`src/mmd_map.svh`:
```
// address map, option bit positions and reset values of the memory map decoder
`ifndef MMD_MAP_SVH
`define MMD_MAP_SVH
`define MMD_OPT_FIRST 16'h003c
`define MMD_OPT_LAST 16'h003f
`define MMD_VEC_LAST 16'h00ff
`define MMD_RESET_VEC 16'h0100
`define MMD_BOOT_BASE 16'h0100
`define MMD_VEC_0 16'h0200
`define MMD_VEC_1 16'h0300
`define MMD_VEC_2 16'h0500
`define MMD_VEC_3 16'h0900
`define MMD_OPT_ERASED 8'hff
`define MMD_RELOC_BIT 7
`define MMD_VSEL_HI 6
`define MMD_VSEL_LO 5
`define MMD_PROT_BIT 2
`define MMD_PSIZE_HI 1
`define MMD_PSIZE_LO 0
`define MMD_WAKE_BIT 0
`define MMD_MEM_HI 7
`define MMD_MEM_LO 6
`define MMD_MEM_2K 2'b01
`define MMD_SET1_BASE 8'hc0
`define MMD_SYS_BASE 8'hd0
`define MMD_BANK_BASE 8'he0
`define MMD_WP_LOW_ADDR 8'hd6
`define MMD_WP_HIGH_ADDR 8'hd7
`define MMD_PAGE_ADDR 8'hdf
`define MMD_WP_LOW_RST 8'hc0
`define MMD_WP_HIGH_RST 8'hc8
`define MMD_PAGE_RST 8'h00
`define MMD_SET2_INDEX 9'h0d0
`define MMD_GP_DEPTH 272
`endif

```
`src/mmd_pkg.sv`:
```
// types shared by the memory map decoder
package mmd_pkg;
  typedef enum logic [1:0] {
    MMD_MODE_REG = 2'h0,
    MMD_MODE_WORK = 2'h1,
    MMD_MODE_IND = 2'h2,
    MMD_MODE_IDX = 2'h3
  } mmd_mode_t;
  typedef enum logic [1:0] {
    MMD_ST_LOAD = 2'b01,
    MMD_ST_RUN = 2'b10
  } mmd_state_t;
  typedef enum logic [2:0] {
    MMD_K_GP = 3'b001,
    MMD_K_CTL = 3'b010,
    MMD_K_BAD = 3'b100
  } mmd_kind_t;
  typedef struct packed {
    mmd_kind_t kind;
    logic [8:0] index;
    logic [7:0] eff;
  } mmd_dec_t;
  typedef struct packed {
    logic [15:0] reset_vec;
    logic prot_en;
    logic [15:0] prot_end;
    logic wake_reset;
    logic exec_2k;
  } mmd_cfg_t;
  typedef struct packed {
    logic vector_area;
    logic option_byte;
    logic boot_area;
    logic protected_area;
  } mmd_region_t;
endpackage

```
`src/mmd_memory_map_decoder.sv`:
```
// program memory and register file address decoder with option byte capture
// Notes on behaviour
// - program space decoded by full 16-bit address
// - 8-bit register bus for address and data
// - lowest 256 bytes are vectors, else program
// - option bytes 003c-003f, only 3e/3f matter
// - erased options: vector 0100, no protection
// - fetch starts at 0100 by default
// - 3e.7 low relocates vector, else 3e.6:5 ignored
// - relocated vector 0200/0300/0500/0900, sector below
// - 3e.2 low refuses erase/program of 0100 up to the 3e.1:0 sector end
// - 3f.0 low: stop wake also resets
// - 3f.0 high: stop wake without reset
// - 3f.7:6 equal 01 selects 2 KB exec ram
// - 333 registers: 272 general, rest control
// - set 1 sits at c0-ff
// - e0-ff banked, reset selects bank 0
// - common area c0-cf only by working mode
// - set 2 aliases c0-ff, indirect/indexed only
// - page select at df resets to zero
// - prime area 00-bf open to every mode
// - pointers at d6/d7 reset to c0/c8
// - working address: pointer, slice, register
`timescale 1ns/1ps
`include "mmd_map.svh"
module mmd_memory_map_decoder import mmd_pkg::*; #(
  parameter int GP_DEPTH = `MMD_GP_DEPTH
) (
  input wire logic clock_i,
  input wire logic rst_n_i,
  input wire logic en_i,
  input wire logic [7:0] opt_3e_i,
  input wire logic [7:0] opt_3f_i,
  input wire logic [15:0] prog_addr_i,
  input wire logic flash_op_req_i,
  input wire logic [15:0] flash_op_addr_i,
  input wire logic in_stop_i,
  input wire logic ext_int_en_i,
  input wire logic ext_int_fall_i,
  input wire logic reg_rd_i,
  input wire logic reg_wr_i,
  input wire logic [7:0] reg_addr_i,
  input wire logic [7:0] reg_wdata_i,
  input wire mmd_mode_t reg_mode_i,
  input wire logic bank_zero_select_op_i,
  input wire logic bank_one_select_op_i,
  input wire logic [7:0] periph_rdata_i,
  output logic cpu_hold_o,
  output logic [15:0] reset_vector_o,
  output logic exec_ram_2k_o,
  output mmd_region_t prog_region_o,
  output logic flash_op_grant_o,
  output logic flash_op_refused_o,
  output logic stop_release_o,
  output logic wake_reset_o,
  output logic [7:0] reg_rdata_o,
  output logic rf_illegal_o,
  output logic periph_sel_o,
  output logic periph_we_o,
  output logic [7:0] periph_addr_o,
  output logic periph_bank_o,
  output logic bank_o
);
  // refuse a storage depth that the set 2 and common decode cannot serve
  if (GP_DEPTH != `MMD_GP_DEPTH) begin : g_depth_check
    $error("GP_DEPTH must equal the general register count");
  end

  // relocated vector, and end of the matching boot sector
  function automatic logic [15:0] vec_of(input logic [1:0] sel);
    logic [15:0] v;
    v = `MMD_VEC_0;
    unique case (sel)
      2'h0: v = `MMD_VEC_0;
      2'h1: v = `MMD_VEC_1;
      2'h2: v = `MMD_VEC_2;
      2'h3: v = `MMD_VEC_3;
    endcase
    return v;
  endfunction

  // register address decode by addressing mode
  function automatic mmd_dec_t rf_decode(input mmd_mode_t mode, input logic [7:0] a,
                                         input logic [7:0] wlo, input logic [7:0] whi);
    mmd_dec_t d;
    logic [7:0] ptr;
    ptr = a[3] ? whi : wlo;
    d.eff = a;
    d.kind = MMD_K_GP;
    d.index = {1'b0, a};
    if (mode == MMD_MODE_WORK) begin
      d.eff = {ptr[7:3], a[2:0]};
    end
    d.index = {1'b0, d.eff};
    if (d.eff < `MMD_SET1_BASE) begin
      d.kind = MMD_K_GP;
    end else if (mode == MMD_MODE_IND || mode == MMD_MODE_IDX) begin
      d.kind = MMD_K_GP;
      d.index = 9'(`MMD_SET2_INDEX + {3'h0, d.eff[5:0]});
    end else if (d.eff < `MMD_SYS_BASE) begin
      d.kind = (mode == MMD_MODE_WORK) ? MMD_K_GP : MMD_K_BAD;
    end else begin
      d.kind = MMD_K_CTL;
    end
    return d;
  endfunction

  mmd_state_t state_reg, state_next;
  mmd_cfg_t cfg_reg, cfg_next;
  logic bank_reg, bank_next;
  logic [7:0] wp_lo_reg, wp_lo_next;
  logic [7:0] wp_hi_reg, wp_hi_next;
  logic [7:0] page_reg, page_next;
  mmd_region_t region_reg, region_next;
  logic grant_reg, grant_next;
  logic refused_reg, refused_next;
  logic release_reg, release_next;
  logic wreset_reg, wreset_next;
  logic bad_reg, bad_next;
  logic [7:0] rdata_reg, rdata_next;
  logic gp_src_reg, gp_src_next;
  logic [7:0] gp_mem [GP_DEPTH];
  logic [7:0] gp_q;
  mmd_dec_t dec;
  logic access;
  logic internal;
  logic in_boot;

  // option capture and held configuration
  always_comb begin
    state_next = state_reg;
    cfg_next = cfg_reg;
    unique case (state_reg)
      MMD_ST_LOAD: begin
        cfg_next.reset_vec = opt_3e_i[`MMD_RELOC_BIT] ? `MMD_RESET_VEC
                           : vec_of(opt_3e_i[`MMD_VSEL_HI:`MMD_VSEL_LO]);
        cfg_next.prot_en = ~opt_3e_i[`MMD_PROT_BIT];
        cfg_next.prot_end = vec_of(opt_3e_i[`MMD_PSIZE_HI:`MMD_PSIZE_LO]);
        cfg_next.wake_reset = ~opt_3f_i[`MMD_WAKE_BIT];
        cfg_next.exec_2k = (opt_3f_i[`MMD_MEM_HI:`MMD_MEM_LO] == `MMD_MEM_2K);
        state_next = MMD_ST_RUN;
      end
      MMD_ST_RUN: begin
        state_next = MMD_ST_RUN;
      end
    endcase
  end

  // register bus decode and internal register updates
  always_comb begin
    dec = rf_decode(reg_mode_i, reg_addr_i, wp_lo_reg, wp_hi_reg);
    access = reg_rd_i | reg_wr_i;
    internal = (dec.eff == `MMD_WP_LOW_ADDR) | (dec.eff == `MMD_WP_HIGH_ADDR)
             | (dec.eff == `MMD_PAGE_ADDR);
    bank_next = bank_reg;
    if (bank_zero_select_op_i) begin
      bank_next = 1'b0;
    end else if (bank_one_select_op_i) begin
      bank_next = 1'b1;
    end
    wp_lo_next = wp_lo_reg;
    wp_hi_next = wp_hi_reg;
    page_next = page_reg;
    if (reg_wr_i && dec.kind == MMD_K_CTL) begin
      if (dec.eff == `MMD_WP_LOW_ADDR) begin
        wp_lo_next = reg_wdata_i;
      end
      if (dec.eff == `MMD_WP_HIGH_ADDR) begin
        wp_hi_next = reg_wdata_i;
      end
      if (dec.eff == `MMD_PAGE_ADDR) begin
        page_next = reg_wdata_i;
      end
    end
    rdata_next = rdata_reg;
    gp_src_next = gp_src_reg;
    if (reg_rd_i) begin
      gp_src_next = (dec.kind == MMD_K_GP);
      unique case (dec.kind)
        MMD_K_GP: rdata_next = rdata_reg;
        MMD_K_BAD: rdata_next = 8'h00;
        MMD_K_CTL: begin
          if (dec.eff == `MMD_WP_LOW_ADDR) begin
            rdata_next = wp_lo_reg;
          end else if (dec.eff == `MMD_WP_HIGH_ADDR) begin
            rdata_next = wp_hi_reg;
          end else if (dec.eff == `MMD_PAGE_ADDR) begin
            rdata_next = page_reg;
          end else begin
            rdata_next = periph_rdata_i;
          end
        end
        default: rdata_next = 8'h00;
      endcase
    end
    bad_next = access && (dec.kind == MMD_K_BAD);
  end

  // control and peripheral strobes, banked above e0
  always_comb begin
    periph_sel_o = access && (dec.kind == MMD_K_CTL) && !internal;
    periph_we_o = reg_wr_i && (dec.kind == MMD_K_CTL) && !internal;
    periph_addr_o = dec.eff;
    periph_bank_o = bank_reg && (dec.eff >= `MMD_BANK_BASE);
  end

  // program address regions, flash operation guard, stop wake
  always_comb begin
    region_next.vector_area = (prog_addr_i <= `MMD_VEC_LAST);
    region_next.option_byte = (prog_addr_i >= `MMD_OPT_FIRST)
                            && (prog_addr_i <= `MMD_OPT_LAST);
    region_next.boot_area = (prog_addr_i >= `MMD_BOOT_BASE)
                          && (prog_addr_i < cfg_reg.reset_vec);
    region_next.protected_area = cfg_reg.prot_en && (prog_addr_i >= `MMD_BOOT_BASE)
                               && (prog_addr_i < cfg_reg.prot_end);
    in_boot = (flash_op_addr_i >= `MMD_BOOT_BASE) && (flash_op_addr_i < cfg_reg.prot_end);
    refused_next = flash_op_req_i && cfg_reg.prot_en && in_boot;
    grant_next = flash_op_req_i && !(cfg_reg.prot_en && in_boot);
    release_next = in_stop_i && ext_int_en_i && ext_int_fall_i;
    wreset_next = release_next && cfg_reg.wake_reset;
  end

  // state registers
  always_ff @(posedge clock_i or negedge rst_n_i) begin
    if (!rst_n_i) begin
      state_reg <= MMD_ST_LOAD;
      cfg_reg <= '{reset_vec: `MMD_RESET_VEC, prot_en: 1'b0, prot_end: `MMD_VEC_3,
                   wake_reset: 1'b0, exec_2k: 1'b0};
      bank_reg <= 1'b0;
      wp_lo_reg <= `MMD_WP_LOW_RST;
      wp_hi_reg <= `MMD_WP_HIGH_RST;
      page_reg <= `MMD_PAGE_RST;
      region_reg <= '0;
      grant_reg <= 1'b0;
      refused_reg <= 1'b0;
      release_reg <= 1'b0;
      wreset_reg <= 1'b0;
      bad_reg <= 1'b0;
      rdata_reg <= 8'h00;
      gp_src_reg <= 1'b0;
    end else if (en_i) begin
      state_reg <= state_next;
      cfg_reg <= cfg_next;
      bank_reg <= bank_next;
      wp_lo_reg <= wp_lo_next;
      wp_hi_reg <= wp_hi_next;
      page_reg <= page_next;
      region_reg <= region_next;
      grant_reg <= grant_next;
      refused_reg <= refused_next;
      release_reg <= release_next;
      wreset_reg <= wreset_next;
      bad_reg <= bad_next;
      rdata_reg <= rdata_next;
      gp_src_reg <= gp_src_next;
    end
  end

  // general purpose storage: prime, common and set 2
  always_ff @(posedge clock_i) begin
    if (en_i && dec.kind == MMD_K_GP) begin
      if (reg_wr_i) begin
        gp_mem[dec.index] <= reg_wdata_i;
      end
      if (reg_rd_i) begin
        gp_q <= gp_mem[dec.index];
      end
    end
  end

  // outputs
  always_comb begin
    cpu_hold_o = (state_reg == MMD_ST_LOAD);
    reset_vector_o = cfg_reg.reset_vec;
    exec_ram_2k_o = cfg_reg.exec_2k;
    prog_region_o = region_reg;
    flash_op_grant_o = grant_reg;
    flash_op_refused_o = refused_reg;
    stop_release_o = release_reg;
    wake_reset_o = wreset_reg;
    reg_rdata_o = gp_src_reg ? gp_q : rdata_reg;
    rf_illegal_o = bad_reg;
    bank_o = bank_reg;
  end
endmodule

```
`config.mk`:
```
export PLATFORM = sky130hd
export DESIGN_NAME = mmd_memory_map_decoder
export DESIGN_NICKNAME = d
export VERILOG_FILES = /design/src/mmd_pkg.sv /design/src/mmd_memory_map_decoder.sv
export VERILOG_INCLUDE_DIRS = /design/src /design/src/src
export SDC_FILE = /design/constraint.sdc
export NUM_CORES = 2
export LEC_CHECK = 0
export ABC_AREA = 1
export BUFFER_PORTS_ARGS = -buffer_cell sky130_fd_sc_hd__buf_2
export CAP_MARGIN = 20
export CORE_MARGIN = 2
export CORE_UTILIZATION = 40
export CTS_CLUSTER_DIAMETER = 50
export CTS_CLUSTER_SIZE = 10
export DETAILED_ROUTE_END_ITERATION = 8
export SYNTH_ARGS = -nofsm -noshare
export SYNTH_HDL_FRONTEND = slang
export SYNTH_SLANG_ARGS = --single-unit
```
`constraint.sdc`:
```
create_clock -name clock_i -period 6.8 [get_ports clock_i]
set_input_delay 1.36 -clock clock_i [delete_from_list [all_inputs] [get_ports clock_i]]
set_output_delay 1.36 -clock clock_i [all_outputs]
set_load 0.05 [all_outputs]
```
# == Word level (Yosys, flattened, before mapping) ==
# Memories as Yosys holds them, arrays and structs flattened. A register that Yosys moved wholly into a read port is not among the register bits.
# Cells that the tools add are included.
# word_totals
reg_bits,80
ramBits,2176
word_cells,114
memories,1
# op_classes
magnitude_cmp,11
n_addsub,1
n_mux,22
eq_ne,18
reduce_logical,34
bitwise,6
# memory_table
memory,words,word_bits,read_ports,rd_clocked_by_memory_dff,write_ports,line_no,source
gp_mem,272,8,1,1,1,mmd_memory_map_decoder.sv:122,logic [7:0] gp_mem [GP_DEPTH];
# ops
op,n
$pmux 16 s4,2
$lt 16x16->1,3
$mux 8,6
$ge 16x9->1 const B,2
$eq 8x8->1 const B,3
$logic_and 1x1->1,19
$mux 9,2
$ge 16x6->1 const B,1
$le 16x6->1 const B,1
$le 16x8->1 const B,1
$lt 8x8->1 const B,2
$mux 16,1
$pmux 8 s2,1
$eq 2x2->1 const B,7
$mux 3,4
$reduce_and 3->1,4
$eq 2x1->1 const B,5
$add 8x6->9 const A,1
$ge 8x8->1 const B,1
$reduce_and 2->1,4
$mux 1,5
$logic_not 2->1,2
$eq 3x1->1 const B,1
$eq 3x2->1 const B,1
8 further kinds,13

# == Depth between registers and ports, before layout ==
# logic_depth
depth_word,10
depth_mapped,20
ltp_nobuf,17

# == Worst setup path before layout ==
# OpenSTA, ideal clock, no wires.
# synth_path
path_type,input-to-output
startpoint,input reg_mode_i[1]
endpoint,output periph_sel_o
setup_slack_ns,0.804
path_buffers,3
stages,13
arrival_time_ns,4.636
required_time_ns,5.440
cell_sequence,buf_4 -> inv_2 -> nand2_2 -> nand2_1 -> nand2_1 -> ha_1 -> nand2_1 -> buf_2 -> nor3_1 -> buf_2 -> inv_2 -> nand2_1 -> nor4_1
# synth_via
elab_chain_len,9
word_cells_on_any_way,20
cone_classes,2 x order compare; 7 x eq/ne; 5 x mux; 2 x bitwise; 4 x reduce/logical
# synth_lines
item,line_no,source
from (decl),mmd_memory_map_decoder.sv:44,"input wire mmd_mode_t reg_mode_i,"
$eq 2x1->1 *,mmd_memory_map_decoder.sv:91,if (mode == MMD_MODE_WORK) begin
$mux 8 *,mmd_memory_map_decoder.sv:91,
via periph_addr_o[4],mmd_memory_map_decoder.sv:60,"output logic [7:0] periph_addr_o,"
$lt 8x8->1 (no line),n/a,
$mux 3,mmd_memory_map_decoder.sv:100,end else if (d.eff < `MMD_SYS_BASE) begin
$mux 3,mmd_memory_map_decoder.sv:97,end else if (mode == MMD_MODE_IND || mode == MMD_MODE_IDX) begin
$mux 3,mmd_memory_map_decoder.sv:95,if (d.eff < `MMD_SET1_BASE) begin
$eq 3x2->1,mmd_memory_map_decoder.sv:201,periph_sel_o = access && (dec.kind == MMD_K_CTL) && !internal;
$logic_and 1x1->1,mmd_memory_map_decoder.sv:201,
$logic_and 1x1->1 *,mmd_memory_map_decoder.sv:201,
to (decl),mmd_memory_map_decoder.sv:58,"output logic periph_sel_o,"
# The timed path passes the listed nets; every way through them passes the cells marked *.

# == Worst setup path in the final report ==
# layout_path
startpoint,input reg_mode_i[1]
endpoint,output periph_sel_o
# layout_via
elab_chain_len,9
word_cells_on_any_way,20
cone_classes,2 x order compare; 7 x eq/ne; 5 x mux; 2 x bitwise; 4 x reduce/logical
# layout_lines
item,line_no
$eq 2x1->1,"mmd_memory_map_decoder.sv:91, mmd_memory_map_decoder.sv:101"
$mux 8,mmd_memory_map_decoder.sv:91
$lt 8x8->1 (no line),n/a
$mux 3,mmd_memory_map_decoder.sv:100
$mux 3,mmd_memory_map_decoder.sv:97
$mux 3,mmd_memory_map_decoder.sv:95
$eq 3x2->1,mmd_memory_map_decoder.sv:201
$logic_and 1x1->1,mmd_memory_map_decoder.sv:201
$logic_and 1x1->1 *,mmd_memory_map_decoder.sv:201
# Every way passes the cells marked *; elsewhere a longest branch is shown, timed or not.

==> results.md <==
* Root Buffer: clkbuf_16
* Main combinational cell family by area after synthesis: simple AND/OR/NAND/NOR gates
* Biggest register: gp_mem
* Tightest Hold Check Type: reg2reg
* Total Nets Final at 7881
* Die span in y at 478 um
* Starting Density at 40.3%
* Setup Skew at 0.0466 ns
* Avg Vias per Cell at 5.42
* Main synth FF type: edfxtp_1
* Post-synthesis adder-cell area fraction at 0.167%
* Vias in the first global route at 56516
* Overall die area at 228000 um^2
* Largest area contributor in the netlist: edfxtp_1
* # IOs at 132
* Least-Margin Pin Slew at 1.12 ns
* Post-layout util at 45.5%
* Post-CTS sizing at 0
* Net Switching at 0.00676 W
* Drt pass-1 iters at 6
* EDFF count, synth at 2184
* CTS Buf Count at 283
* Tot GR Track Use at 22.5%
* Mux contribution to synthesized area at 0%
* Slew Limit Fails at 0
* Synth top cells by count: 3727 x nand2_1, 2184 x edfxtp_1, 380 x nor2_1
* IO Port Bufs at 102
* Data arrival, critical path at 4.13 ns
* CP startpoint kind: input port
* Hold_buf cts at 0
* RSZ-0062 raised after global routing: no
* H-tree levels at 5
* Synth Area in Compound Gates at 2.17%
* Final min period at 5.49 ns
* Crit Reg-Reg Endpoint: gp_mem[73][6]
* Hold WS at 0.458 ns
* Setup CP Type: in2out
* Worst-Skew Late Latency at 0.93 ns
* Wirelength per Cell at 24.1 um
* Crit path required time at 5.44 ns
* Mean Syn Cell Area at 11.7 um^2
* Total power at 0.0299 W
* Post-Synthesis Cells at 7681
* Die Span X at 478 um
* Part of the power in the clock network at 43.0%
* Yosys reg bits at 2240
* Slew Limit Headroom at 25.2%
* Setup bufs post-CTS at 0
* CORE AREA at 223000 um^2
* TritonCTS clock tree: yes
* Share of flip-flops with an asynchronous set or reset at 2.50%
* Vias after detailed routing at 58643
* Simple-gate share of the synthesized area at 20.7%
* Pleak at 36.4 nW
* Largest net degree at the start of global routing at 185
* Final TNS setup at 0 ns
* Synth Cell Area at 89700 um^2
* Sequential share of the synthesized area at 74.7%
* Period utilization at 80.7%
* Netlist cell types at 41
* Worst hold endpoint: state_reg[0]
* Hold Path Depth at 2
* GPL Wtd Cong at 0.862
* FF-to-FF setup slack at 2.43 ns
* Initial antenna violation count at 7
* Most frequent cell after synthesis: nand2_1
* Max clock buf depth at 4
* Sw Ratio at 22.6%
* Register share of total power at 50.8%
* Post-DP HPWL at 146 mm
* Share of cells above drive strength 1 at 7.70%
* Reg clk slew, reported paths at 0.05 ns
* # rows at 173
* Combinational share of power at 6.2%
* R2R Path Start: wp_hi_reg[5]
* Drt drc at 0
* Power density over the cells at 296 nW/um^2
* Layout area overhead at 12.9%
* Hold wc startpoint: state_reg[0]
* Final setup violation count at 0
* Fin. Hold Viols at 0
* Maximum clock frequency at 182 MHz
* Max FFs per register at 2176
* Yosys warnings at 0
* Largest cells by area after synthesis: edfxtp_1 73%, nand2_1 16%, nand4_1 2.2%, nor2_1 1.6%, dfrtp_1 1.3%
* Routed WL at 261 mm
* Peak supply drop at 0.276 mV
* Post-Synth XOR/XNOR Area at 0%
* CP max FO at 31
* Endpoint class of the critical path: output pin
* Cell Int Power at 0.0232 W
* 1st-iter DRT viols at 6681
* Reg2Reg Depth at 12
* Status: finished clean
* Num Clock Sinks at 2240
* First-pass GRT wire length at 381 mm
* Total gr overflow at 0
* Max-Cap Viols at 0
* Area share of the largest cell type after synthesis at 73.1%
* Antenna Nets Post-Route at 0
## routing by layer
| layer | wire [um] | GRT usage, % |
|---|---|---|
| met1 | 105000 | 30.4 |
| met2 | 123000 | 35.8 |
| met3 | 22300 | 4.20 |
| met4 | 10100 | 9.02 |
| met5 | 28 | 0 |
## cells in the final DEF (no fill, tap or decap), types with 5 or more instances in the layout
master / instances
clkbuf_16: 289
o21ai_0: 59
clkinv_1: 8
buf_12: 31
inv_1: 59
a22oi_1: 142
a21oi_1: 43
o21ai_1: 27
a31oi_1: 7
dfrtp_1: 47
nor2_1: 374
inv_2: 12
clkinv_2: 8
nand4_1: 316
dfstp_2: 9
edfxtp_1: 2184
buf_2: 91
ha_1: 12
diode_2: 5
inv_6: 8
nand2_1: 3717
clkbuf_1: 24
nand2_2: 23
o31ai_1: 9
buf_8: 9
nand3_1: 169
conb_1: 12
nor2_4: 10
nor3_1: 11
buf_4: 88
## logic make-up after synthesis
kind of cell | after synthesis
AO/OA/AOI/OAI | 301
other | 1
buffers and inverters | 490
adder cells (fa/ha/maj) | 12
AND/OR/NAND/NOR | 4637
flip-flops | 2240
## how the worst max path moves through the flow
stage | end | slack (ns) | start
2_1_floorplan | periph_sel_o | 0.80 | reg_mode_i[1]
3_3_place_gp | gp_mem[65][3] | 1.23 | reg_mode_i[1]
3_5_place_dp | gp_mem[73][6] | 1.19 | reg_mode_i[1]
4_1_cts | periph_sel_o | 1.36 | reg_mode_i[1]
5_1_grt | periph_sel_o | 1.12 | reg_mode_i[1]
6_report | periph_sel_o | 1.31 | reg_mode_i[1]
## power groups by stage
stage	Sequential, W	Clock (W)	Combinational [W]
after floorplan	0.0155	0	0.000918
after global placement	0.0155	0	0.00182
after detailed placement	0.0155	0	0.00184
after CTS	0.0152	0.0130	0.00184
after global routing	0.0152	0.0135	0.00199
final	0.0152	0.0129	0.00185
## layout make-up
cell class,instances,area (um^2)
fill,20032,121000
sequential,2240,67000
antenna,5,12.5
clock buffer,314,7340
multi-input combinational,4962,20800
timing repair buffer,221,1890
inverter,76,310
tap,2975,3720
clock inverter,30,214
## worst max-delay path, stage by stage
cell     delay [ns]
buf_2          0.18
inv_2          0.09
nand2_2        0.12
o21ai_1        0.22
nand2_4        0.38
nor2_4         0.57
inv_2          0.22
nor3_1         0.22
buf_4          0.23
inv_2          0.11
nand2_1        0.11
nor4_1         0.06
buf_2          0.21
## per-stage QoR
stage                     instance area [um^2]  worst slack [ns]  cells
final                                   101000              1.31  10823
after global routing                    101000              1.12  10820
after CTS                               101000              1.36  10817
after detailed placement                 93700              1.19  10473
after global placement                   93700              1.23  10473
after floorplan                          89800             0.804   7692
Note: power is estimated with default switching activity, not from simulation.
